===== config.mk =====
export PLATFORM = sky130hd
export DESIGN_NAME = can_irq_fifo_status
export DESIGN_NICKNAME = d
export VERILOG_FILES = /design/src/can_irq_pkg.sv /design/src/can_fifo_ptr.sv /design/src/can_irq_fifo_status.sv /design/src/can_irq_prio.sv
export SDC_FILE = /design/constraint.sdc
export NUM_CORES = 1
export LEC_CHECK = 0
export CAP_MARGIN = 20
export CORE_ASPECT_RATIO = 0.7
export CORE_MARGIN = 3
export CORE_UTILIZATION = 62
export DETAILED_ROUTE_END_ITERATION = 7
export DONT_BUFFER_PORTS = 1
export PLACE_DENSITY = 0.78
export SLEW_MARGIN = 20
export SYNTH_ARGS = -nofsm -noshare
export SYNTH_HDL_FRONTEND = slang
export SYNTH_SLANG_ARGS = --single-unit
export TNS_END_PERCENT = 5

===== constraint.sdc =====
create_clock -name clk_i -period 4.59 [get_ports clk_i]
set_input_delay 0.6885 -clock clk_i [delete_from_list [all_inputs] [get_ports clk_i]]
set_output_delay 0.6885 -clock clk_i [all_outputs]
set_load 0.01 [all_outputs]

===== src/can_irq_pkg.sv =====
// Constants shared by the CAN status, interrupt and FIFO register block.
// Assumes a 32-bit classic Wishbone slave port with byte addressing.
// Operation
// RULE_01: Five-bit data filter count, codes above 10001 invalid
// RULE_02: Report matched filter number zero to fifteen
// RULE_03: Buffer interrupt codes name buffers 0 to 15; transmit codes use only tx_buf_i[2:0], buffers 0 to 7
// RULE_04: Code 1000000 means nothing pending; fixed special codes
// RULE_05: DMA buffer count select maps to 4..32
// RULE_06: Writable FIFO start index zero to thirty-one
// RULE_07: Read-only FIFO write pointer zero to thirty-one
// RULE_08: Read-only FIFO next-read pointer zero to thirty-one
// RULE_09: Bit 13 shows transmitter bus-off state
// RULE_10: Bits 12 and 11 show error passive
// RULE_11: Bits 10 and 9 show error warning
// RULE_12: Bit 8 is either side warning
// RULE_13: Error flag bit 5 set by states
// RULE_14: Invalid-message bit 7, wake-up bit 6 flags
// RULE_15: Flags 3..0 set by hardware, clear only
// RULE_16: Enable bits match flag positions, reset zero
// RULE_17: Unimplemented bits read zero, writes ignored
// RULE_18: Wake-up flag still sets while module disabled
// RULE_19: Interrupt request when flag and enable both set
// RULE_20: Fixed priority code, back to none when clear
`default_nettype none
package can_irq_pkg;
  // ---------------------------------------------------------------
  // Register byte offsets
  // ---------------------------------------------------------------
  localparam logic [3:0] OFS_DFILT  = 4'h0;
  localparam logic [3:0] OFS_ICODE  = 4'h4;
  localparam logic [3:0] OFS_FCTRL  = 4'h8;
  localparam logic [3:0] OFS_FPTR   = 4'hc;
  localparam logic [3:0] OFS_IFLAG  = 4'h0;
  localparam logic [3:0] OFS_IEN    = 4'h4;
  localparam logic [1:0] PAGE_A     = 2'h0;
  localparam logic [1:0] PAGE_B     = 2'h1;
  // ---------------------------------------------------------------
  // Field positions
  // ---------------------------------------------------------------
  localparam int POS_FILHIT   = 8;
  localparam int POS_DMABS    = 13;
  localparam int POS_WPTR     = 8;
  localparam int POS_BUSOFF   = 13;
  localparam int POS_TXPASS   = 12;
  localparam int POS_RXPASS   = 11;
  localparam int POS_TXWARN   = 10;
  localparam int POS_RXWARN   = 9;
  localparam int POS_ANYWARN  = 8;
  localparam int POS_IVR      = 7;
  localparam int POS_WAK      = 6;
  localparam int POS_ERR      = 5;
  localparam int POS_FIFO     = 3;
  localparam int POS_OVF      = 2;
  localparam int POS_RXB      = 1;
  localparam int POS_TXB      = 0;
  localparam logic [7:0] FLAG_MASK = 8'hef;
  // ---------------------------------------------------------------
  // Codes and reset values
  // ---------------------------------------------------------------
  localparam logic [4:0] DFILT_MAX    = 5'h11;
  localparam logic [6:0] IC_NONE      = 7'h40;
  localparam logic [6:0] IC_ERR       = 7'h41;
  localparam logic [6:0] IC_WAKE      = 7'h42;
  localparam logic [6:0] IC_OVF       = 7'h43;
  localparam logic [6:0] IC_FIFO      = 7'h44;
  localparam logic [2:0] DMABS_RSVD   = 3'h7;
  localparam logic [2:0] DMABS_RST    = 3'h0;
  localparam logic [4:0] FSA_RST      = 5'h00;
  localparam logic [7:0] IEN_RST      = 8'h00;
endpackage
`default_nettype wire


===== src/can_fifo_ptr.sv =====
// Receive FIFO write and next-read pointers over the buffer area.
// Assumes one write and one read event pulse per message at most.
`timescale 1ns/1ps
`default_nettype none
module can_fifo_ptr
#(
  parameter int IW = 5
)
(
  input  wire logic          clk_i,
  input  wire logic          rst_i,
  input  wire logic [IW-1:0] start_i,
  input  wire logic [2:0]    dmabs_i,
  input  wire logic          wr_i,
  input  wire logic          rd_i,
  output logic      [IW-1:0] wptr_o,
  output logic      [IW-1:0] rptr_o
);
  logic [IW-1:0] wptr_q;
  logic [IW-1:0] wptr_d;
  logic [IW-1:0] rptr_q;
  logic [IW-1:0] rptr_d;
  logic [5:0]    last;

  // Highest buffer index held in DMA memory
  always_comb
  begin
    unique case (dmabs_i)                                      // RULE_05
      3'h0:    last = 6'h03;
      3'h1:    last = 6'h05;
      3'h2:    last = 6'h07;
      3'h3:    last = 6'h0b;
      3'h4:    last = 6'h0f;
      3'h5:    last = 6'h17;
      default: last = 6'h1f;
    endcase
  end

  // Wrap back to the FIFO start once the last buffer is passed
  function automatic logic [IW-1:0] step(input logic [IW-1:0] p, input logic [IW-1:0] s, input logic [5:0] l);
    step = ({1'b0, p} >= l) ? s : IW'(p + 1'b1);               // RULE_06
  endfunction

  always_comb
  begin
    wptr_d = wptr_q;
    rptr_d = rptr_q;
    if (wptr_q < start_i)
      wptr_d = start_i;
    else if (wr_i)
      wptr_d = step(wptr_q, start_i, last);                    // RULE_07
    if (rptr_q < start_i)
      rptr_d = start_i;
    else if (rd_i)
      rptr_d = step(rptr_q, start_i, last);                    // RULE_08
  end

  always_ff @(posedge clk_i)
  begin
    if (rst_i)
    begin
      wptr_q <= '0;
      rptr_q <= '0;
    end
    else
    begin
      wptr_q <= wptr_d;
      rptr_q <= rptr_d;
    end
  end

  assign wptr_o = wptr_q;
  assign rptr_o = rptr_q;
endmodule
`default_nettype wire


===== src/can_irq_fifo_status.sv =====
// Status, interrupt and FIFO configuration registers of the CAN controller.
// Assumes the protocol engine supplies level states and one-cycle event pulses.
//
// Implementation choices: the address map and the Wishbone slave port.
`timescale 1ns/1ps
`default_nettype none
module can_irq_fifo_status
(
  input  wire logic        clk_i,
  input  wire logic        rst_i,
  // Wishbone slave
  input  wire logic        cyc_i,
  input  wire logic        stb_i,
  input  wire logic        we_i,
  input  wire logic [5:0]  adr_i,
  input  wire logic [3:0]  sel_i,
  input  wire logic [31:0] dat_i,
  output logic      [31:0] dat_o,
  output logic             ack_o,
  output logic             err_o,
  // Engine side
  input  wire logic [4:0]  data_filter_bit_count_i,
  input  wire logic [3:0]  matched_filter_number_i,
  input  wire logic        tx_bus_off_i,
  input  wire logic        tx_error_passive_i,
  input  wire logic        rx_error_passive_i,
  input  wire logic        tx_error_warning_i,
  input  wire logic        rx_error_warning_i,
  input  wire logic        invalid_msg_i,
  input  wire logic        bus_activity_i,
  input  wire logic        fifo_almost_full_i,
  input  wire logic        rx_overflow_i,
  input  wire logic        rx_done_i,
  input  wire logic [3:0]  rx_buf_i,
  input  wire logic        tx_done_i,
  input  wire logic [3:0]  tx_buf_i,
  input  wire logic        fifo_write_i,
  input  wire logic        fifo_read_i,
  output logic      [2:0]  dma_buffer_count_sel_o,
  output logic      [4:0]  fifo_start_index_o,
  output logic      [5:0]  fifo_write_pointer_o,
  output logic      [5:0]  fifo_next_read_pointer_o,
  output logic      [6:0]  interrupt_source_code_o,
  output logic             irq_o
);
  // ---------------------------------------------------------------
  // State
  // ---------------------------------------------------------------
  logic [7:0]  flag_q;
  logic [7:0]  flag_d;
  logic [7:0]  ien_q;
  logic [7:0]  ien_d;
  logic [2:0]  dmabs_q;
  logic [2:0]  dmabs_d;
  logic [4:0]  fsa_q;
  logic [4:0]  fsa_d;
  logic [5:0]  err_state_q;
  logic [5:0]  err_state_d;
  logic [4:0]  dfilt_q;
  logic [4:0]  dfilt_d;
  logic [4:0]  filhit_q;
  logic [4:0]  filhit_d;
  logic [3:0]  rxb_q;
  logic [3:0]  rxb_d;
  logic [3:0]  txb_q;
  logic [3:0]  txb_d;
  logic [6:0]  code_q;
  logic [6:0]  code_d;
  logic        irq_q;
  logic        irq_d;
  logic        ack_q;
  logic        ack_d;
  logic        berr_q;
  logic        berr_d;
  logic [31:0] rdat_q;
  logic [31:0] rdat_d;

  logic [4:0]  wptr;
  logic [4:0]  rptr;
  logic [6:0]  code_c;
  logic [7:0]  set;
  logic        req;
  logic        wr;
  logic        hit;
  logic [15:0] rd_word;
  logic [15:0] wval;

  // ---------------------------------------------------------------
  // Helpers
  // ---------------------------------------------------------------
  can_fifo_ptr #(.IW(5)) u_ptr
  (
    .clk_i   (clk_i),
    .rst_i   (rst_i),
    .start_i (fsa_q),
    .dmabs_i (dmabs_q),
    .wr_i    (fifo_write_i),
    .rd_i    (fifo_read_i),
    .wptr_o  (wptr),
    .rptr_o  (rptr)
  );

  can_irq_prio u_prio
  (
    .flags_i  (flag_q),
    .rx_buf_i (rxb_q),
    .tx_buf_i (txb_q),
    .code_o   (code_c)
  );

  // ---------------------------------------------------------------
  // Bus decode
  // ---------------------------------------------------------------
  // Single-cycle answer; ack drops after one cycle so a held stb is not re-taken
  assign req  = cyc_i && stb_i && !ack_q && !berr_q;
  assign wr   = req && we_i;
  assign hit  = (adr_i[5:4] == can_irq_pkg::PAGE_A) ||
                (adr_i[5:4] == can_irq_pkg::PAGE_B && adr_i[3] == 1'b0);
  assign wval = {sel_i[1] ? dat_i[15:8] : 8'h00, sel_i[0] ? dat_i[7:0] : 8'h00};

  always_comb
  begin
    rd_word = 16'h0000;                                        // RULE_17
    if (adr_i[5:4] == can_irq_pkg::PAGE_A)
    begin
      unique case (adr_i[3:0])
        can_irq_pkg::OFS_DFILT: rd_word = {11'h000, dfilt_q};  // RULE_01
        can_irq_pkg::OFS_ICODE: rd_word = {3'h0, filhit_q, 1'b0, code_q};
        can_irq_pkg::OFS_FCTRL: rd_word = {dmabs_q, 8'h00, fsa_q};
        can_irq_pkg::OFS_FPTR:  rd_word = {3'h0, wptr, 3'h0, rptr};
        default:                rd_word = 16'h0000;
      endcase
    end
    else if (adr_i[5:4] == can_irq_pkg::PAGE_B)
    begin
      unique case (adr_i[3:0])
        can_irq_pkg::OFS_IFLAG: rd_word = {2'h0, err_state_q, flag_q};
        can_irq_pkg::OFS_IEN:   rd_word = {8'h00, ien_q};
        default:                rd_word = 16'h0000;
      endcase
    end
  end

  // ---------------------------------------------------------------
  // Register next state
  // ---------------------------------------------------------------
  always_comb
  begin
    set      = 8'h00;
    ack_d    = req && hit;
    berr_d   = req && !hit;
    rdat_d   = (req && !we_i) ? {16'h0000, rd_word} : 32'h0000_0000;
    ien_d    = ien_q;
    dmabs_d  = dmabs_q;
    fsa_d    = fsa_q;
    flag_d   = flag_q;
    // Codes past the last valid filter count load zero into the register
    dfilt_d  = (data_filter_bit_count_i > can_irq_pkg::DFILT_MAX) ? 5'h00 : data_filter_bit_count_i; // RULE_01
    filhit_d = {1'b0, matched_filter_number_i};                // RULE_02
    rxb_d    = rx_done_i ? rx_buf_i : rxb_q;
    txb_d    = tx_done_i ? tx_buf_i : txb_q;
    err_state_d = {tx_bus_off_i,                               // RULE_09
                   tx_error_passive_i, rx_error_passive_i,     // RULE_10
                   tx_error_warning_i, rx_error_warning_i,     // RULE_11
                   tx_error_warning_i | rx_error_warning_i};   // RULE_12
    set[can_irq_pkg::POS_ERR]  = |err_state_d && (err_state_d != err_state_q); // RULE_13
    set[can_irq_pkg::POS_IVR]  = invalid_msg_i;                // RULE_14
    // Wake-up sensing ignores any disable state on purpose
    set[can_irq_pkg::POS_WAK]  = bus_activity_i;               // RULE_18
    set[can_irq_pkg::POS_FIFO] = fifo_almost_full_i;           // RULE_15
    set[can_irq_pkg::POS_OVF]  = rx_overflow_i;
    set[can_irq_pkg::POS_RXB]  = rx_done_i;
    set[can_irq_pkg::POS_TXB]  = tx_done_i;
    if (wr && adr_i[5:4] == can_irq_pkg::PAGE_A && adr_i[3:0] == can_irq_pkg::OFS_FCTRL)
    begin
      if (sel_i[1] && dat_i[15:13] != can_irq_pkg::DMABS_RSVD)
        dmabs_d = dat_i[15:13];                                // RULE_05
      if (sel_i[0])
        fsa_d = dat_i[4:0];                                    // RULE_06
    end
    if (wr && adr_i[5:4] == can_irq_pkg::PAGE_B && adr_i[3:0] == can_irq_pkg::OFS_IEN && sel_i[0])
      ien_d = dat_i[7:0] & can_irq_pkg::FLAG_MASK;             // RULE_16
    // Writing zero clears a flag; ones leave it
    if (wr && adr_i[5:4] == can_irq_pkg::PAGE_B && adr_i[3:0] == can_irq_pkg::OFS_IFLAG && sel_i[0])
      flag_d = flag_q & wval[7:0];                             // RULE_15
    flag_d = (flag_d | set) & can_irq_pkg::FLAG_MASK;          // RULE_17
    irq_d  = |(flag_d & ien_d);                                // RULE_19
    code_d = code_c;                                           // RULE_20
  end

  always_ff @(posedge clk_i)
  begin
    if (rst_i)
    begin
      flag_q      <= 8'h00;
      ien_q       <= can_irq_pkg::IEN_RST;
      dmabs_q     <= can_irq_pkg::DMABS_RST;
      fsa_q       <= can_irq_pkg::FSA_RST;
      err_state_q <= 6'h00;
      dfilt_q     <= 5'h00;
      filhit_q    <= 5'h00;
      rxb_q       <= 4'h0;
      txb_q       <= 4'h0;
      code_q      <= can_irq_pkg::IC_NONE;
      irq_q       <= 1'b0;
      ack_q       <= 1'b0;
      berr_q      <= 1'b0;
      rdat_q      <= 32'h0000_0000;
    end
    else
    begin
      flag_q      <= flag_d;
      ien_q       <= ien_d;
      dmabs_q     <= dmabs_d;
      fsa_q       <= fsa_d;
      err_state_q <= err_state_d;
      dfilt_q     <= dfilt_d;
      filhit_q    <= filhit_d;
      rxb_q       <= rxb_d;
      txb_q       <= txb_d;
      code_q      <= code_d;
      irq_q       <= irq_d;
      ack_q       <= ack_d;
      berr_q      <= berr_d;
      rdat_q      <= rdat_d;
    end
  end

  // ---------------------------------------------------------------
  // Outputs
  // ---------------------------------------------------------------
  assign dat_o                    = rdat_q;
  assign ack_o                    = ack_q;
  assign err_o                    = berr_q;
  assign irq_o                    = irq_q;
  assign dma_buffer_count_sel_o   = dmabs_q;
  assign fifo_start_index_o       = fsa_q;
  assign fifo_write_pointer_o     = {1'b0, wptr};
  assign fifo_next_read_pointer_o = {1'b0, rptr};
  assign interrupt_source_code_o  = code_q;
endmodule
`default_nettype wire


===== src/can_irq_prio.sv =====
// Fixed-priority encoder producing the interrupt source code.
// Assumes flags and buffer numbers are stable for one clock.
`timescale 1ns/1ps
`default_nettype none
module can_irq_prio
(
  input  wire logic [7:0] flags_i,
  input  wire logic [3:0] rx_buf_i,
  input  wire logic [3:0] tx_buf_i,
  output logic      [6:0] code_o
);
  // Error first, buffers last: buffer events are the most frequent
  always_comb
  begin
    code_o = can_irq_pkg::IC_NONE;                             // RULE_04
    if (flags_i[can_irq_pkg::POS_ERR])
      code_o = can_irq_pkg::IC_ERR;                            // RULE_20
    else if (flags_i[can_irq_pkg::POS_WAK])
      code_o = can_irq_pkg::IC_WAKE;
    else if (flags_i[can_irq_pkg::POS_OVF])
      code_o = can_irq_pkg::IC_OVF;
    else if (flags_i[can_irq_pkg::POS_FIFO])
      code_o = can_irq_pkg::IC_FIFO;
    else if (flags_i[can_irq_pkg::POS_RXB])
      code_o = {3'h0, rx_buf_i};                               // RULE_03
    else if (flags_i[can_irq_pkg::POS_TXB])
      code_o = {4'h0, tx_buf_i[2:0]};                          // RULE_03
  end
endmodule
`default_nettype wire

# [Word level (Yosys, flattened, before mapping)]
# Index checks and enable logic that the tools add are counted.
[op_classes] order_cmp=5 n_shift=0 n_mux=20 eq_ne=11 n_div=0 reduce_logical=37 addsub=2 n_mul=0 bitwise=6
[op_table] cell="16-bit case mux with 4 select lines" n=1
[op_table] cell="5-bit two-way mux" n=6
[op_table] cell="5-bit case mux with 6 select lines" n=1
[op_table] cell="14-bit case mux with 2 select lines" n=1
[op_table] cell="8-bit two-way mux" n=3
[op_table] cell="1-bit logical AND" n=17
[op_table] cell="8-bit bitwise AND" n=2
[op_table] cell="16-bit two-way mux" n=1
[op_table] cell="14-bit two-way mux" n=1
[op_table] cell="7-bit two-way mux" n=2
[op_table] cell="6-bit OR reduction" n=2
[op_table] cell="5-bit by 1-bit adder with 5-bit output, second input constant" n=2
[op_table] cell="5-bit >= comparator" n=2
[op_table] cell="5-bit less-than comparator" n=2
[op_table] cell="4-bit equality test, second input constant" n=2
[op_table] cell="8-bit bitwise OR" n=1
[op_table] cell="8-bit OR reduction" n=1
[op_table] cell="3-bit by 2-bit equality test with 1-bit output, second input constant" n=2
[op_table] cell="3-bit equality test, second input constant" n=2
[op_table] cell="6-bit inequality test" n=1
[op_table] cell="2-bit OR reduction" n=3
[op_table] cell="5-bit greater-than comparator, second input constant" n=1
[op_table] cell="5-bit OR reduction" n=1
[op_table] cell="4-bit by 3-bit equality test with 1-bit output, second input constant" n=1
[op_table] cell="16 further kinds" n=23
[word_totals] elab_cells=104 ram_bits=0 mem_count=0 latchBits=0 rom_bits=0 out_inout_bits=62 reg_bits=99 inputBits=77

# [Depth between registers and ports, before layout]
# Gate-level depths: netlist of the first run.
[logic_depth] depth_word=11 mapped_depth=8 mapped_depth_nobuf=8

# [Hierarchy]
# A second synthesis of the first run with hierarchy kept.
[unflattened] hier_cells=434 area_unflattened_um2=4095.2
[modules_own_cells] mod="can_irq_fifo_status" seq_area_each_um2=1421.4 area_each_um2=2907.8 n_inst=1 cells_per_inst=293
[modules_own_cells] mod="can_fifo_ptr" seq_area_each_um2=200.2 area_each_um2=1061.0 n_inst=1 cells_per_inst=122
[modules_own_cells] mod="can_irq_prio" seq_area_each_um2=0.0 area_each_um2=126.4 n_inst=1 cells_per_inst=19

# [Worst setup path after synthesis of the first run]
# OpenSTA, ideal clock, no wires.
[synth_timing] path_kind="input-to-reg" from="in adr_i[3]" to="reg irq_q (netlist: irq_o)" t_required_ps=4513 stages=7 arrival_time_ps=2074 setup_slack_ps=2439 setup_ps=77 n_path_buf=1 cell_sequence="nor4_4 -> nand4_4 -> or2_1 -> buf_6 -> mux2i_1 -> o22a_2 -> a41oi_2"
[synth_via] elab_chain_cells=7 word_cells_on_any_way=11 cone_classes="eq/ne: 1; mux: 2; bitwise: 2; reduce/logical: 6"
[synth_lines] element="from (decl)" line="can_irq_fifo_status.sv:15" rtl="input wire logic [5:0] adr_i,"
[synth_lines] element="4-bit logical NOT" line="can_irq_fifo_status.sv:184" rtl="if (wr && adr_i[5:4] == can_irq_pkg::PAGE_B && adr_i[3:0] == can_irq_pkg::OFS_IFLAG && sel_i[0])"
[synth_lines] element="1-bit logical AND (2 in a row)" line="can_irq_fifo_status.sv:184"
[synth_lines] element="8-bit two-way mux" line="can_irq_fifo_status.sv:184"
[synth_lines] element="8-bit bitwise OR" line="can_irq_fifo_status.sv:186" rtl="flag_d = (flag_d | set) & can_irq_pkg::FLAG_MASK;"
[synth_lines] element="8-bit bitwise AND *" line="can_irq_fifo_status.sv:187" rtl="irq_d = |(flag_d & ien_d);"
[synth_lines] element="8-bit OR reduction *" line="can_irq_fifo_status.sv:187"
[synth_lines] element="to (signal assigned)" line="can_irq_fifo_status.sv:222" rtl="irq_q <= irq_d;"
[synth_lines] element="to (decl)" line="can_irq_fifo_status.sv:69" rtl="logic irq_q;"
# Every way passes the cells marked *; elsewhere a longest branch is shown, timed or not.
# A chain may end at the register's enable or synchronous reset.

# [Final worst setup path of the first run]
[layout_timing] from="reg dmabs_q[0] (netlist: dma_buffer_count_sel_o[0])" to="reg u_ptr.rptr_q[1] (netlist: u_ptr.rptr_o[1])"
[layout_via] elab_chain_cells=6 word_cells_on_any_way=11 cone_classes="order compare: 1; eq/ne: 5; mux: 4; reduce/logical: 1"
[layout_lines] element="from (decl)" line="can_irq_fifo_status.sv:53" rtl="logic [2:0] dmabs_q;"
[layout_lines] element="from (signal assigned)" line="can_irq_fifo_status.sv:197" rtl="dmabs_q <= can_irq_pkg::DMABS_RST;"
[layout_lines] element="from (signal assigned)" line="can_irq_fifo_status.sv:214" rtl="dmabs_q <= dmabs_d;"
[layout_lines] element="3-bit equality test (tied with other cells)" line="can_fifo_ptr.sv:28" rtl="unique case (dmabs_i)"
[layout_lines] element="5-bit case mux with 6 select lines *" line="can_fifo_ptr.sv:28"
[layout_lines] element="5-bit >= comparator *" line="can_fifo_ptr.sv:41" rtl="step = ({1'b0, p} >= l) ? s : IW'(p + 1'b1);"
[layout_lines] element="5-bit two-way mux *" line="can_fifo_ptr.sv:41"
[layout_lines] element="5-bit two-way mux *" line="can_fifo_ptr.sv:54" rtl="else if (rd_i)"
[layout_lines] element="5-bit two-way mux *" line="can_fifo_ptr.sv:52" rtl="if (rptr_q < start_i)"
[layout_lines] element="to (signal assigned)" line="can_fifo_ptr.sv:68" rtl="rptr_q <= rptr_d;"
[layout_lines] element="to (decl)" line="can_fifo_ptr.sv:21" rtl="logic [IW-1:0] rptr_q;"
# Every way passes the cells marked *; elsewhere a longest branch is shown, timed or not. The select of a mux whose other input is x is not followed.

==> results.rst, run 1 <==
.. list-table::
   :header-rows: 1

   * - Metric
     - Value
   * - Result of the run
     - complete, no violations
   * - Count of endpoints failing hold in the final timing report
     - 0
   * - Reg-to-reg setup timing slack
     - 2.11 ns
   * - Share of the core filled with cells in the final layout
     - 68.43%
   * - Family of cells with the greatest summed delay on the critical path
     - compound AO/OA/AOI/OAI gates
   * - Aggregate global-route resource usage
     - 26.84%
   * - Switching power as a share of total power
     - 30.36%
   * - Total Nets Final
     - 530
   * - Area enclosed by the die boundary
     - 7376 µm²
   * - Critical-path cell with the highest stage delay
     - sky130_fd_sc_hd__dfxtp_1
   * - Routability Congestion
     - 0.8855
   * - Largest incremental delay on the critical path
     - 0.54 ns
   * - Post-synthesis register bit count
     - 78
   * - Initial standard-cell utilization of the core
     - 66.59%
   * - Clock tree from TritonCTS
     - built
   * - Cell internal power dissipation
     - 1.019 mW
   * - Type of the worst min-delay path
     - in2reg
   * - Worst slack, placed
     - 2.163 ns
   * - Number of antenna-violating nets in the routed design
     - 0
   * - # IOs
     - 139
   * - IO Port Bufs
     - 0
   * - Switch Pwr
     - 0.4444 mW
   * - Average cell area after synthesis
     - 8.951 µm²
   * - Tcrit/Tclk final
     - 54.06%
   * - Post-layout power
     - 1.464 mW
   * - Post-route clock skew
     - 0.008170 ns
   * - Cell area after technology mapping
     - 3948 µm²
   * - Power density cells
     - 360.9 nW/µm²
   * - Number of H-tree branching levels
     - 3
   * - Depth of the worst hold-timing path
     - 1
   * - Critical path capture point type
     - flop
   * - Combinational Power Share
     - 16.0%
   * - Part of the power in the clock network
     - 30.3%
   * - Share of post-route cells with drive strength above 1
     - 7.273%
   * - First-iteration detailed-routing DRC count
     - 172
   * - Count of hold-fix buffers inserted at cts
     - 0
   * - Post-DP HPWL
     - 7047 µm
   * - Global-route congestion overflow total
     - 0
   * - Smallest setup slack after layout
     - 2.109 ns
   * - Worst endpoint data arrival time
     - 2.67 ns
   * - DRT Wirelength
     - 9531 µm
   * - Reg power frac
     - 53.7%
   * - Number of max-cap violations
     - 0
   * - Initial antenna violation count
     - 0
   * - Ys flop type
     - sky130_fd_sc_hd__dfxtp_1
   * - Max Fclk
     - 403.0 MHz
   * - Layout Area Growth over Synthesis
     - 2.758%
   * - Hold slack final
     - 0.4035 ns
   * - Crit-path most repeated cell
     - sky130_fd_sc_hd__a21oi_1
   * - Critical register-to-register path startpoint
     - dma_buffer_count_sel_o[0]
   * - Post-synthesis cell count
     - 441
   * - CTS Buffer Depth
     - 2
   * - Register area share after synthesis
     - 39.56%
   * - Via density per instance
     - 6.243
   * - Critical Path, Cell by Cell
     - nor3b_1 > ha_1 > a21o_1 > a21oi_1 > o21ai_1 > nand2_1 > a21oi_1 > a211oi_1
   * - Worst skew pair latency
     - 0.35 ns
   * - Crit path launch type
     - flop
   * - Number of design rule violations left after detail routing
     - 0
   * - Time the worst path needs with I/O delays and setup
     - 2.481 ns
   * - Data required time at the worst endpoint
     - 4.78 ns
   * - Setup CP Type
     - reg2reg
   * - Max-slew violation count
     - 0
   * - Die outline height
     - 72.76 µm
   * - Worst slew margin relative to its limit
     - 51.81%
   * - Number of clock buffers inserted by TritonCTS
     - 9
   * - Clock Root Buffer
     - sky130_fd_sc_hd__clkbuf_8
   * - Worst R2R End
     - u_ptr.rptr_o[1]
   * - Final number of setup-violating endpoints
     - 0
   * - Largest net degree at the start of global routing
     - 58
   * - Buffers inserted during post-CTS setup optimization
     - 0
   * - Hold-critical path endpoint
     - irq_o
   * - Post-synth ARST share
     - 0%
   * - Number of cell rows
     - 23
   * - Clock Sinks
     - 78
   * - Detailed-router iteration count before antenna repair
     - 4
   * - Diodes inserted
     - 0
   * - Worst reg2reg path depth
     - 8
   * - CTS-repair resized insts
     - 0
   * - Number of library cell types mapped by synthesis
     - 54
   * - Post-DR wirelength/cell
     - 18.51 µm
   * - Setup TNS
     - 0 ns
   * - Reg clk slew, reported paths
     - 0.08 ns
   * - Count of warnings emitted by yosys
     - 0
   * - Peak ir drop on the vdd network
     - 0.1998 mV
   * - Number of enable-type register cells in the synthesized netlist
     - 0
   * - Core area
     - 5928 µm²
   * - Number of vias after detailed routing
     - 3,215
   * - Largest fanout of any net on the critical path
     - 9
   * - Static power due to leakage
     - 1.631 nW
   * - Setup repair after global routing missed its margin
     - false
   * - Chip Width
     - 101.4 µm
   * - Wire length of the first global-routing pass
     - 15,320 µm
   * - Via count of the first global-routing pass
     - 2,981
   * - Startpoint of the most critical hold path
     - rst_i
   * - Buffers & Inverters on Critical Path
     - 0
   * - Worst-margin pin slew
     - 0.7180 ns
worst max-delay path by stage:
stage / start / end / slack [ns] / cells past startpoint
6_report: dma_buffer_count_sel_o[0] / u_ptr.rptr_o[1] / 2.11 / 8
5_1_grt: dma_buffer_count_sel_o[0] / u_ptr.wptr_o[1] / 1.89 / 8
4_1_cts: dma_buffer_count_sel_o[0] / u_ptr.rptr_o[1] / 2.14 / 8
3_5_place_dp: dma_buffer_count_sel_o[0] / u_ptr.rptr_o[1] / 2.16 / 8
3_3_place_gp: dma_buffer_count_sel_o[0] / u_ptr.rptr_o[3] / 2.23 / 8
2_1_floorplan: adr_i[3] / irq_o / 2.44 / 7
cell usage after synthesis (2+ instances only):
master                       n  area share [%]
sky130_fd_sc_hd__dfxtp_1    78              40
sky130_fd_sc_hd__nor2_1     46             4.4
sky130_fd_sc_hd__a21oi_1    43             5.5
sky130_fd_sc_hd__mux2i_1    29             7.4
sky130_fd_sc_hd__nand2_1    29             2.8
sky130_fd_sc_hd__buf_4      20             3.8
sky130_fd_sc_hd__ha_1       18             5.7
sky130_fd_sc_hd__nor3_1     15             1.9
sky130_fd_sc_hd__o21ai_0    13             1.6
sky130_fd_sc_hd__nor2b_1    12             1.9
sky130_fd_sc_hd__inv_1      10            0.95
sky130_fd_sc_hd__nand2b_1   10             1.6
sky130_fd_sc_hd__nand3_1    10             1.3
sky130_fd_sc_hd__clkbuf_1    8            0.76
sky130_fd_sc_hd__a211oi_1    7             1.3
sky130_fd_sc_hd__o22ai_1     7             1.1
sky130_fd_sc_hd__a21o_1      6             1.1
sky130_fd_sc_hd__and2_1      6            0.95
sky130_fd_sc_hd__xor2_1      6             1.3
sky130_fd_sc_hd__and3_1      4            0.63
sky130_fd_sc_hd__buf_1       4            0.38
sky130_fd_sc_hd__mux4_2      4             2.3
sky130_fd_sc_hd__nand4_1     4            0.63
sky130_fd_sc_hd__o21ai_1     4            0.51
sky130_fd_sc_hd__buf_2       3            0.38
sky130_fd_sc_hd__nor4_1      3            0.48
sky130_fd_sc_hd__o21a_1      3            0.57
sky130_fd_sc_hd__o21ba_2     3            0.76
sky130_fd_sc_hd__or3_1       3            0.48
sky130_fd_sc_hd__a32oi_1     2            0.44
sky130_fd_sc_hd__nand3b_1    2            0.38
sky130_fd_sc_hd__nor3b_1     2            0.38
sky130_fd_sc_hd__nor4_4      2             1.1
sky130_fd_sc_hd__o22a_1      2            0.44
sky130_fd_sc_hd__o2bb2ai_1   2            0.44
sky130_fd_sc_hd__or2_2       2            0.32
sky130_fd_sc_hd__or4_1       2            0.38
state kept, by name, summed over array words and instances (netlist names):
signal and cells:
err_state_q 6, dma_buffer_count_sel_o 3, rxb_q 4, ack_o 1, dat_o 16, err_o 1, irq_o 1, fifo_start_index_o 5
interrupt_source_code_o 5, txb_q 3, filhit_q 4, u_ptr.rptr_o 5, u_ptr.wptr_o 5, dfilt_q 5, flag_q 7, ien_q 7
worst reg2reg max path: stages (launching register included):
cell	delay [ns]
sky130_fd_sc_hd__dfxtp_1	0.54
sky130_fd_sc_hd__nor3b_1	0.37
sky130_fd_sc_hd__ha_1	0.22
sky130_fd_sc_hd__a21o_1	0.09
sky130_fd_sc_hd__a21oi_1	0.06
sky130_fd_sc_hd__o21ai_1	0.53
sky130_fd_sc_hd__nand2_1	0.26
sky130_fd_sc_hd__a21oi_1	0.20
sky130_fd_sc_hd__a211oi_1	0.06
power groups by stage:
| stage | Sequential, mW | Combinational [mW] | Clock, mW |
|---|---|---|---|
| after floorplan | 0.772 | 0.222 | 0 |
| after global placement | 0.798 | 0.221 | 0 |
| after detailed placement | 0.799 | 0.232 | 0 |
| after CTS | 0.783 | 0.234 | 0.451 |
| after global routing | 0.792 | 0.266 | 0.491 |
| final | 0.786 | 0.234 | 0.444 |
stage by stage:
stage,cell area (µm²),std cells
floorplan,4019,460
finish,4056,515
global placement,3891,499
CTS,4056,515
global route,4056,515
detailed placement,3891,499
placed cells by master (no fill, tap or decap), drive strengths merged, types with 4 or more instances in the layout:
cell	netlist	layout
conb	1	20
nor4	5	5
nor2b	12	12
and2	6	6
ha	18	18
nand4	5	5
inv	10	11
a21o	6	6
xor2	6	6
a211oi	7	7
nor2	47	47
o22ai	7	7
and3	4	4
mux4	4	4
mux2i	29	29
dfxtp	78	78
nand3	10	10
a21oi	43	43
nand2	29	29
nand2b	10	10
clkbuf	8	11
o21ai	17	17
nor3	16	16
cells by family after synthesis:
family	share of synthesized area (%)
other	0.09500
multiplexers	9.921
AND/OR/NAND/NOR	21.14
XOR/XNOR	1.331
adder cells (fa/ha/maj)	5.705
AO/OA/AOI/OAI	15.59
flip-flops	39.56
buffers and inverters	6.656
final cells by class:
class / instances / area (µm²)
clock buffer: 11 / 131.4
clock inverter: 5 / 33.78
fill: 480 / 1872
inverter: 11 / 41.29
multi-input combinational: 335 / 2195
sequential: 78 / 1562
tap: 75 / 93.84
routing by layer:
layer	global-route usage, %	share of wire [%]	up-vias
met5	0	0	-
met4	5.605	1.2	0
met3	8.691	11	14
met2	39.42	43	168
met1	38.71	45	1512
li1	-	-	1521
(Power assumes the default switching activity.)
==> inputs of run 2 (changes only) <==
ABC_AREA = 1   (was not set)
clock period = 2.3 ns   (was 4.59 ns; I/O delays follow)
==> run 2 against run 1 <==
Effect of this change: power grew to 2.8 times the previous value; sequential power grew 110%; fmax grew 19%; sequential cell count is the same; die area grew 0.59%; synthesized cell count grew 20%; count of clock-buffer cells in the layout shrank 2; clock skew grew 0.00052 ns; critical path depth grew 1; critical path type unchanged; largest cell class unchanged.
==> results.rst, run 2 <==
.. list-table::
   :header-rows: 1

   * - Metric
     - Value
   * - Result of the run
     - complete, no violations
   * - Largest family of logic cells by synthesized area
     - simple AND/OR/NAND/NOR gates
   * - Largest incremental delay on the critical path
     - 0.45 ns
   * - Clock Sinks
     - 78
   * - Initial antenna violation count
     - 0
   * - Total placed cells including tap cells
     - 602
   * - CTS Buffer Depth
     - 2
   * - Wire length of the first global-routing pass
     - 15,930 µm
   * - Reg clk slew, reported paths
     - 0.09 ns
   * - Hold slack final
     - 0.03719 ns
   * - Final instance count without filler cells
     - 618
   * - Largest area contributor in the synthesized netlist
     - sky130_fd_sc_hd__dfxtp_1
   * - Time the worst path needs with I/O delays and setup
     - 2.087 ns
   * - Number of enable-type register cells in the synthesized netlist
     - 0
   * - Simple-gate portion of the synthesized area
     - 23.87%
   * - Max Fclk
     - 479.1 MHz
   * - Area enclosed by the die boundary
     - 7419 µm²
   * - Initial standard-cell utilization of the core
     - 66.69%
   * - Area fraction in compound gates after synthesis
     - 16.35%
   * - Max-slew violation count
     - 0
   * - Top post-synthesis cells by area
     - sky130_fd_sc_hd__dfxtp_1 (39%), sky130_fd_sc_hd__nand2_1 (7.9%), sky130_fd_sc_hd__inv_1 (7.4%), sky130_fd_sc_hd__ha_1 (5.7%), sky130_fd_sc_hd__nor2_1 (5.4%)
   * - Setup CP Type
     - reg2reg
   * - Number of clock buffers inserted by TritonCTS
     - 9
   * - Max FFs per register
     - 16
   * - Post-synthesis cell count
     - 528
   * - Total Nets Final
     - 633
   * - Core area
     - 5957 µm²
   * - Number of antenna-violating nets in the routed design
     - 0
   * - Number of vias after detailed routing
     - 3,528
   * - Detailed-router iteration count before antenna repair
     - 7
   * - Adder-cell share of the synthesized area
     - 5.669%
   * - # IOs
     - 139
   * - Aggregate global-route resource usage
     - 27.72%
   * - Setup repair after global routing missed its margin
     - false
   * - Post-DR wirelength/cell
     - 16.04 µm
   * - Share of the synthesized netlist area taken by xor and xnor gates
     - 2.205%
   * - Via count of the first global-routing pass
     - 3,264
   * - Die outline height
     - 72.97 µm
   * - Count of endpoints failing hold in the final timing report
     - 0
   * - Average cell area after synthesis
     - 7.524 µm²
   * - Commonest cells after routing, fill and taps aside
     - sky130_fd_sc_hd__nand2_1 (82), sky130_fd_sc_hd__inv_1 (78), sky130_fd_sc_hd__dfxtp_1 (77), sky130_fd_sc_hd__nor2_1 (57), sky130_fd_sc_hd__nand3_1 (38)
   * - Peak ir drop on the vdd network
     - 0.7782 mV
   * - Number of design rule violations left after detail routing
     - 0
   * - Largest net degree at the start of global routing
     - 35
   * - Synth top cells by count
     - sky130_fd_sc_hd__nand2_1 (84), sky130_fd_sc_hd__dfxtp_1 (78), sky130_fd_sc_hd__inv_1 (78), sky130_fd_sc_hd__nor2_1 (57), sky130_fd_sc_hd__nand3_1 (38)
   * - Mux cell area share after synthesis
     - 0%
   * - Crit path launch type
     - flop
   * - Register area share after synthesis
     - 39.31%
   * - Post-DP HPWL
     - 7430 µm
   * - Critical-path cell with the highest stage delay
     - sky130_fd_sc_hd__dfxtp_1
   * - Number of max-cap violations
     - 0
   * - Setup TNS
     - 0 ns
   * - Cell area after technology mapping
     - 3973 µm²
   * - Post-layout power
     - 4.126 mW
   * - Count of warnings emitted by yosys
     - 0
   * - Buffers inserted during post-CTS setup optimization
     - 0
   * - Top-count cell post-synth
     - sky130_fd_sc_hd__nand2_1
   * - Reg-to-reg setup timing slack
     - 0.21 ns
   * - Number of cell rows
     - 23
   * - Share of post-route cells with drive strength above 1
     - 9.761%
   * - Global-route congestion overflow total
     - 0
   * - Routability Congestion
     - 0.8935
   * - Number of library cell types mapped by synthesis
     - 40
   * - Post-synthesis register bit count
     - 78
   * - Most common cell after layout, fill and taps aside
     - sky130_fd_sc_hd__nand2_1
   * - Tcrit/Tclk final
     - 90.74%
   * - Worst endpoint data arrival time
     - 2.32 ns
   * - Worst skew pair latency
     - 0.36 ns
   * - Worst-margin pin slew
     - 0.6023 ns
   * - First-iteration detailed-routing DRC count
     - 249
   * - Clock tree from TritonCTS
     - built
   * - Critical path capture point type
     - flop
   * - Layout Area Growth over Synthesis
     - 6.992%
   * - Post-route clock skew
     - 0.008694 ns
   * - Post-synth ARST share
     - 0%
   * - Power density cells
     - 970.7 nW/µm²
   * - Smallest setup slack after layout
     - 0.2129 ns
   * - Static power due to leakage
     - 1.931 nW
   * - Diodes inserted
     - 0
   * - Clock Root Buffer
     - sky130_fd_sc_hd__clkbuf_8
   * - Ys flop type
     - sky130_fd_sc_hd__dfxtp_1
   * - Type of the worst min-delay path
     - in2reg
   * - Largest fanout of any net on the critical path
     - 10
   * - IO Port Bufs
     - 0
   * - Number of H-tree branching levels
     - 3
   * - Data required time at the worst endpoint
     - 2.54 ns
   * - Via density per instance
     - 5.709
   * - DRT Wirelength
     - 9912 µm
   * - Worst slew margin relative to its limit
     - 59.63%
   * - Final number of setup-violating endpoints
     - 0
   * - Share of the synthesized area in the top cell type
     - 39.31%
   * - Worst slack, placed
     - 0.08529 ns
   * - Chip Width
     - 101.7 µm
   * - Critical Path, Cell by Cell
     - nor2_1 > nor3_2 > ha_1 > a21oi_1 > o21ai_0 > nor2_1 > nand2_2 > o21ai_0 > a21oi_1
run 2: final cells by class:
class	count	area, µm²
Clock buffer	9	123.9
Clock inverter	7	102.6
Fill cell	462	1707
Inverter	81	304.0
Multi-Input combinational cell	359	1996
Sequential cell	78	1563
Tap cell	75	93.84
Timing Repair Buffer	9	67.56
run 2: cells by family (layout without fill, tap and decap cells):
| group | Yosys count | count (layout) |
|---|---|---|
| XOR/XNOR | 10 | 10 |
| flip-flops | 78 | 78 |
| AND/OR/NAND/NOR | 206 | 206 |
| other | 1 | 20 |
| buffers and inverters | 110 | 106 |
| AO/OA/AOI/OAI | 105 | 105 |
| adder cells (fa/ha/maj) | 18 | 18 |
run 2: power breakdown:
part           internal [mW]  switching (mW)  total, mW
clock network          0.628           0.543       1.17
logic                  0.500           0.790       1.29
registers               1.47           0.196       1.67
run 2: worst max-delay path: cells and delay by family, from the launching register on:
family          cells  cell delay [ns]
simple gates        4             0.69
compound gates      4             0.52
flops               1             0.45
fa+ha+maj           1             0.31
run 2: stage by stage:
step	util, %	area, µm²
2_1_floorplan	-	4044
5_1_grt	71.35	4250
6_report	71.35	4250
3_5_place_dp	67.36	4013
3_3_place_gp	67.36	4013
4_1_cts	71.16	4239
run 2: worst paths after layout:
kind	from	end	cells after the start
setup / recovery	dma_buffer_count_sel_o[1]	u_ptr.wptr_o[1]	9
hold / removal	rst_i	irq_o	1
hold reg to reg	rxb_q[3]	interrupt_source_code_o[3]	2
setup reg to reg	dma_buffer_count_sel_o[1]	u_ptr.wptr_o[1]	9
run 2: what timing repair did:
action                     in CTS  in global routing
gates resized for setup         0                  4
hold buffers                    0                  0
setup endpoints to repair       0                 10
run 2: layer usage:
layer / wire, µm / track usage, % / part of all wire, %
met1: 4414 / 38.21 / 45
met2: 4305 / 42.25 / 43
met3: 1101 / 9.074 / 11
met4: 89 / 6.785 / 0.90
met5: 0 / 0 / 0
==> inputs of run 3 (changes only) <==
REMOVE_ABC_BUFFERS = 1   (was not set)
==> run 3 against run 2 <==
Effect of this change: clock power is 3% higher; largest power group unchanged; non-clock buffer count shrank 1; fmax up 0.97%; register-to-register slack gained 0.02 ns; critical endpoint is now u_ptr.rptr_o[0].
==> results.rst, run 3 (same netlist as run 2, synthesis figures left out) <==
.. list-table::
   :header-rows: 1

   * - Metric
     - Value
   * - Number of cell rows
     - 23
   * - Via density per instance
     - 5.627
   * - Critical path capture point type
     - flop
   * - Post-DR wirelength/cell
     - 15.83 µm
   * - Chip Width
     - 101.7 µm
   * - Commonest cells after routing, fill and taps aside
     - sky130_fd_sc_hd__nand2_1 (82), sky130_fd_sc_hd__inv_1 (78), sky130_fd_sc_hd__dfxtp_1 (78), sky130_fd_sc_hd__nor2_1 (57), sky130_fd_sc_hd__nand3_1 (38)
   * - Total placed cells including tap cells
     - 601
   * - Wire length of the first global-routing pass
     - 15,880 µm
   * - Max-slew violation count
     - 0
   * - Routability Congestion
     - 0.8620
   * - Worst skew pair latency
     - 0.35 ns
   * - Setup CP Type
     - reg2reg
   * - Die outline height
     - 72.97 µm
   * - Number of H-tree branching levels
     - 3
   * - Type of the worst min-delay path
     - in2reg
   * - Largest fanout of any net on the critical path
     - 10
   * - Max Fclk
     - 483.8 MHz
   * - Static power due to leakage
     - 1.926 nW
   * - Post-DP HPWL
     - 7366 µm
   * - Total Nets Final
     - 632
   * - Layout Area Growth over Synthesis
     - 6.992%
   * - Family of cells with the greatest summed delay on the critical path
     - simple AND/OR/NAND/NOR gates
   * - First-iteration detailed-routing DRC count
     - 275
   * - DRT Wirelength
     - 9750 µm
   * - Aggregate global-route resource usage
     - 27.70%
   * - Buffers & Inverters on Critical Path
     - 3
   * - Clock tree from TritonCTS
     - built
   * - Number of clock buffers inserted by TritonCTS
     - 9
   * - Via count of the first global-routing pass
     - 3,271
   * - Power density cells
     - 970.3 nW/µm²
   * - Switching power as a share of total power
     - 35.22%
   * - Largest net degree at the start of global routing
     - 35
   * - Initial standard-cell utilization of the core
     - 66.69%
   * - Count of endpoints failing hold in the final timing report
     - 0
   * - Buffers inserted during post-CTS setup optimization
     - 0
   * - Setup TNS
     - 0 ns
   * - Data required time at the worst endpoint
     - 2.55 ns
   * - Most common cell after layout, fill and taps aside
     - sky130_fd_sc_hd__nand2_1
   * - Crit path launch type
     - flop
   * - Reg-to-reg setup timing slack
     - 0.23 ns
   * - Number of max-cap violations
     - 0
   * - Critical-path cell with the highest stage delay
     - sky130_fd_sc_hd__dfxtp_1
   * - Max FFs per register
     - 16
   * - Part of the power in the clock network
     - 29.2%
   * - Initial antenna violation count
     - 0
   * - Crit-path most repeated cell
     - sky130_fd_sc_hd__inv_1
   * - Combinational Power Share
     - 30.3%
   * - Final number of setup-violating endpoints
     - 0
   * - Tcrit/Tclk final
     - 89.87%
   * - Clock Sinks
     - 78
   * - Share of the core filled with cells in the final layout
     - 71.35%
   * - Switch Pwr
     - 1.452 mW
   * - Number of vias after detailed routing
     - 3,466
   * - Clock Root Buffer
     - sky130_fd_sc_hd__clkbuf_8
   * - Diodes inserted
     - 0
   * - Detailed-router iteration count before antenna repair
     - 5
   * - CTS Buffer Depth
     - 2
   * - Reg clk slew, reported paths
     - 0.08 ns
   * - Setup repair after global routing missed its margin
     - false
   * - Worst endpoint data arrival time
     - 2.32 ns
   * - Count of hold-fix buffers inserted at cts
     - 0
   * - IO Port Bufs
     - 0
   * - Share of post-route cells with drive strength above 1
     - 9.242%
   * - Result of the run
     - complete, no violations
   * - Largest incremental delay on the critical path
     - 0.44 ns
   * - Core area
     - 5957 µm²
   * - Area enclosed by the die boundary
     - 7419 µm²
   * - # IOs
     - 139
   * - Final instance count without filler cells
     - 616
   * - Peak ir drop on the vdd network
     - 0.4958 mV
   * - Critical Path, Cell by Cell
     - inv_1 > nor2_1 > inv_1 > o21ai_0 > ha_1 > nand2_1 > o21ai_0 > nor2_1 > nand2_2 > nand2_1 > o211ai_1 > nand3_1 > inv_1
   * - Post-route clock skew
     - 0.004858 ns
   * - Number of design rule violations left after detail routing
     - 0
   * - Cell internal power dissipation
     - 2.672 mW
   * - Global-route congestion overflow total
     - 0
   * - Reg power frac
     - 40.4%
   * - Time the worst path needs with I/O delays and setup
     - 2.067 ns
   * - Number of antenna-violating nets in the routed design
     - 0
==> run 3: power groups by stage <==
stage               clock network [mW]  registers (mW)  logic, mW
detailed placement                   0            1.70       1.21
global placement                     0            1.70       1.15
CTS                               1.22            1.67       1.22
global route                      1.28            1.69       1.44
finish                            1.21            1.67       1.25
floorplan                            0            1.67      0.935
==> run 3: worst paths after layout <==
| path | startpoint | to | cells after the start |
|---|---|---|---|
| hold reg to reg | dfilt_q[4] | dat_o[4] | 2 |
| setup reg to reg | dma_buffer_count_sel_o[0] | u_ptr.rptr_o[0] | 13 |
| hold / removal | rst_i | err_state_q[4] | 1 |
| setup / recovery | dma_buffer_count_sel_o[0] | u_ptr.rptr_o[0] | 13 |
==> run 3: per-layer routing <==
layer,global-route usage [%],routed length [µm],up-vias
met4,6.195,89,0
met2,43.04,4244,168
li1,-,-,1716
met3,10.03,1064,11
met1,37.15,4352,1571
met5,0,0,-
==> run 3: area by class of cell <==
type | count | area [µm²]
clock buffer | 9 | 123.9
timing repair buffer | 8 | 60.06
multi-input combinational | 359 | 1996
fill | 504 | 1707
tap | 75 | 93.84
clock inverter | 6 | 111.4
sequential | 78 | 1562
inverter | 81 | 304.0
==> run 3: metrics by stage <==
stage | hold WS, ns | worst slack (ns) | power, mW | cell area (µm²)
2_1_floorplan | 0.4074 | 0.4985 | 2.607 | 3851
5_1_grt | 0.02990 | 0.01372 | 4.418 | 4250
3_3_place_gp | 0.4173 | 0.2231 | 2.851 | 4005
6_report | 0.05452 | 0.2329 | 4.124 | 4250
4_1_cts | 0.03970 | 0.1403 | 4.107 | 4240
3_5_place_dp | 0.4153 | 0.1565 | 2.911 | 4005
==> run 3: what timing repair did <==
item | CTS | global route
setup endpoints to repair | 0 | 10
gates resized for setup | 0 | 3
endpoints found under the hold margin | 0 | 0
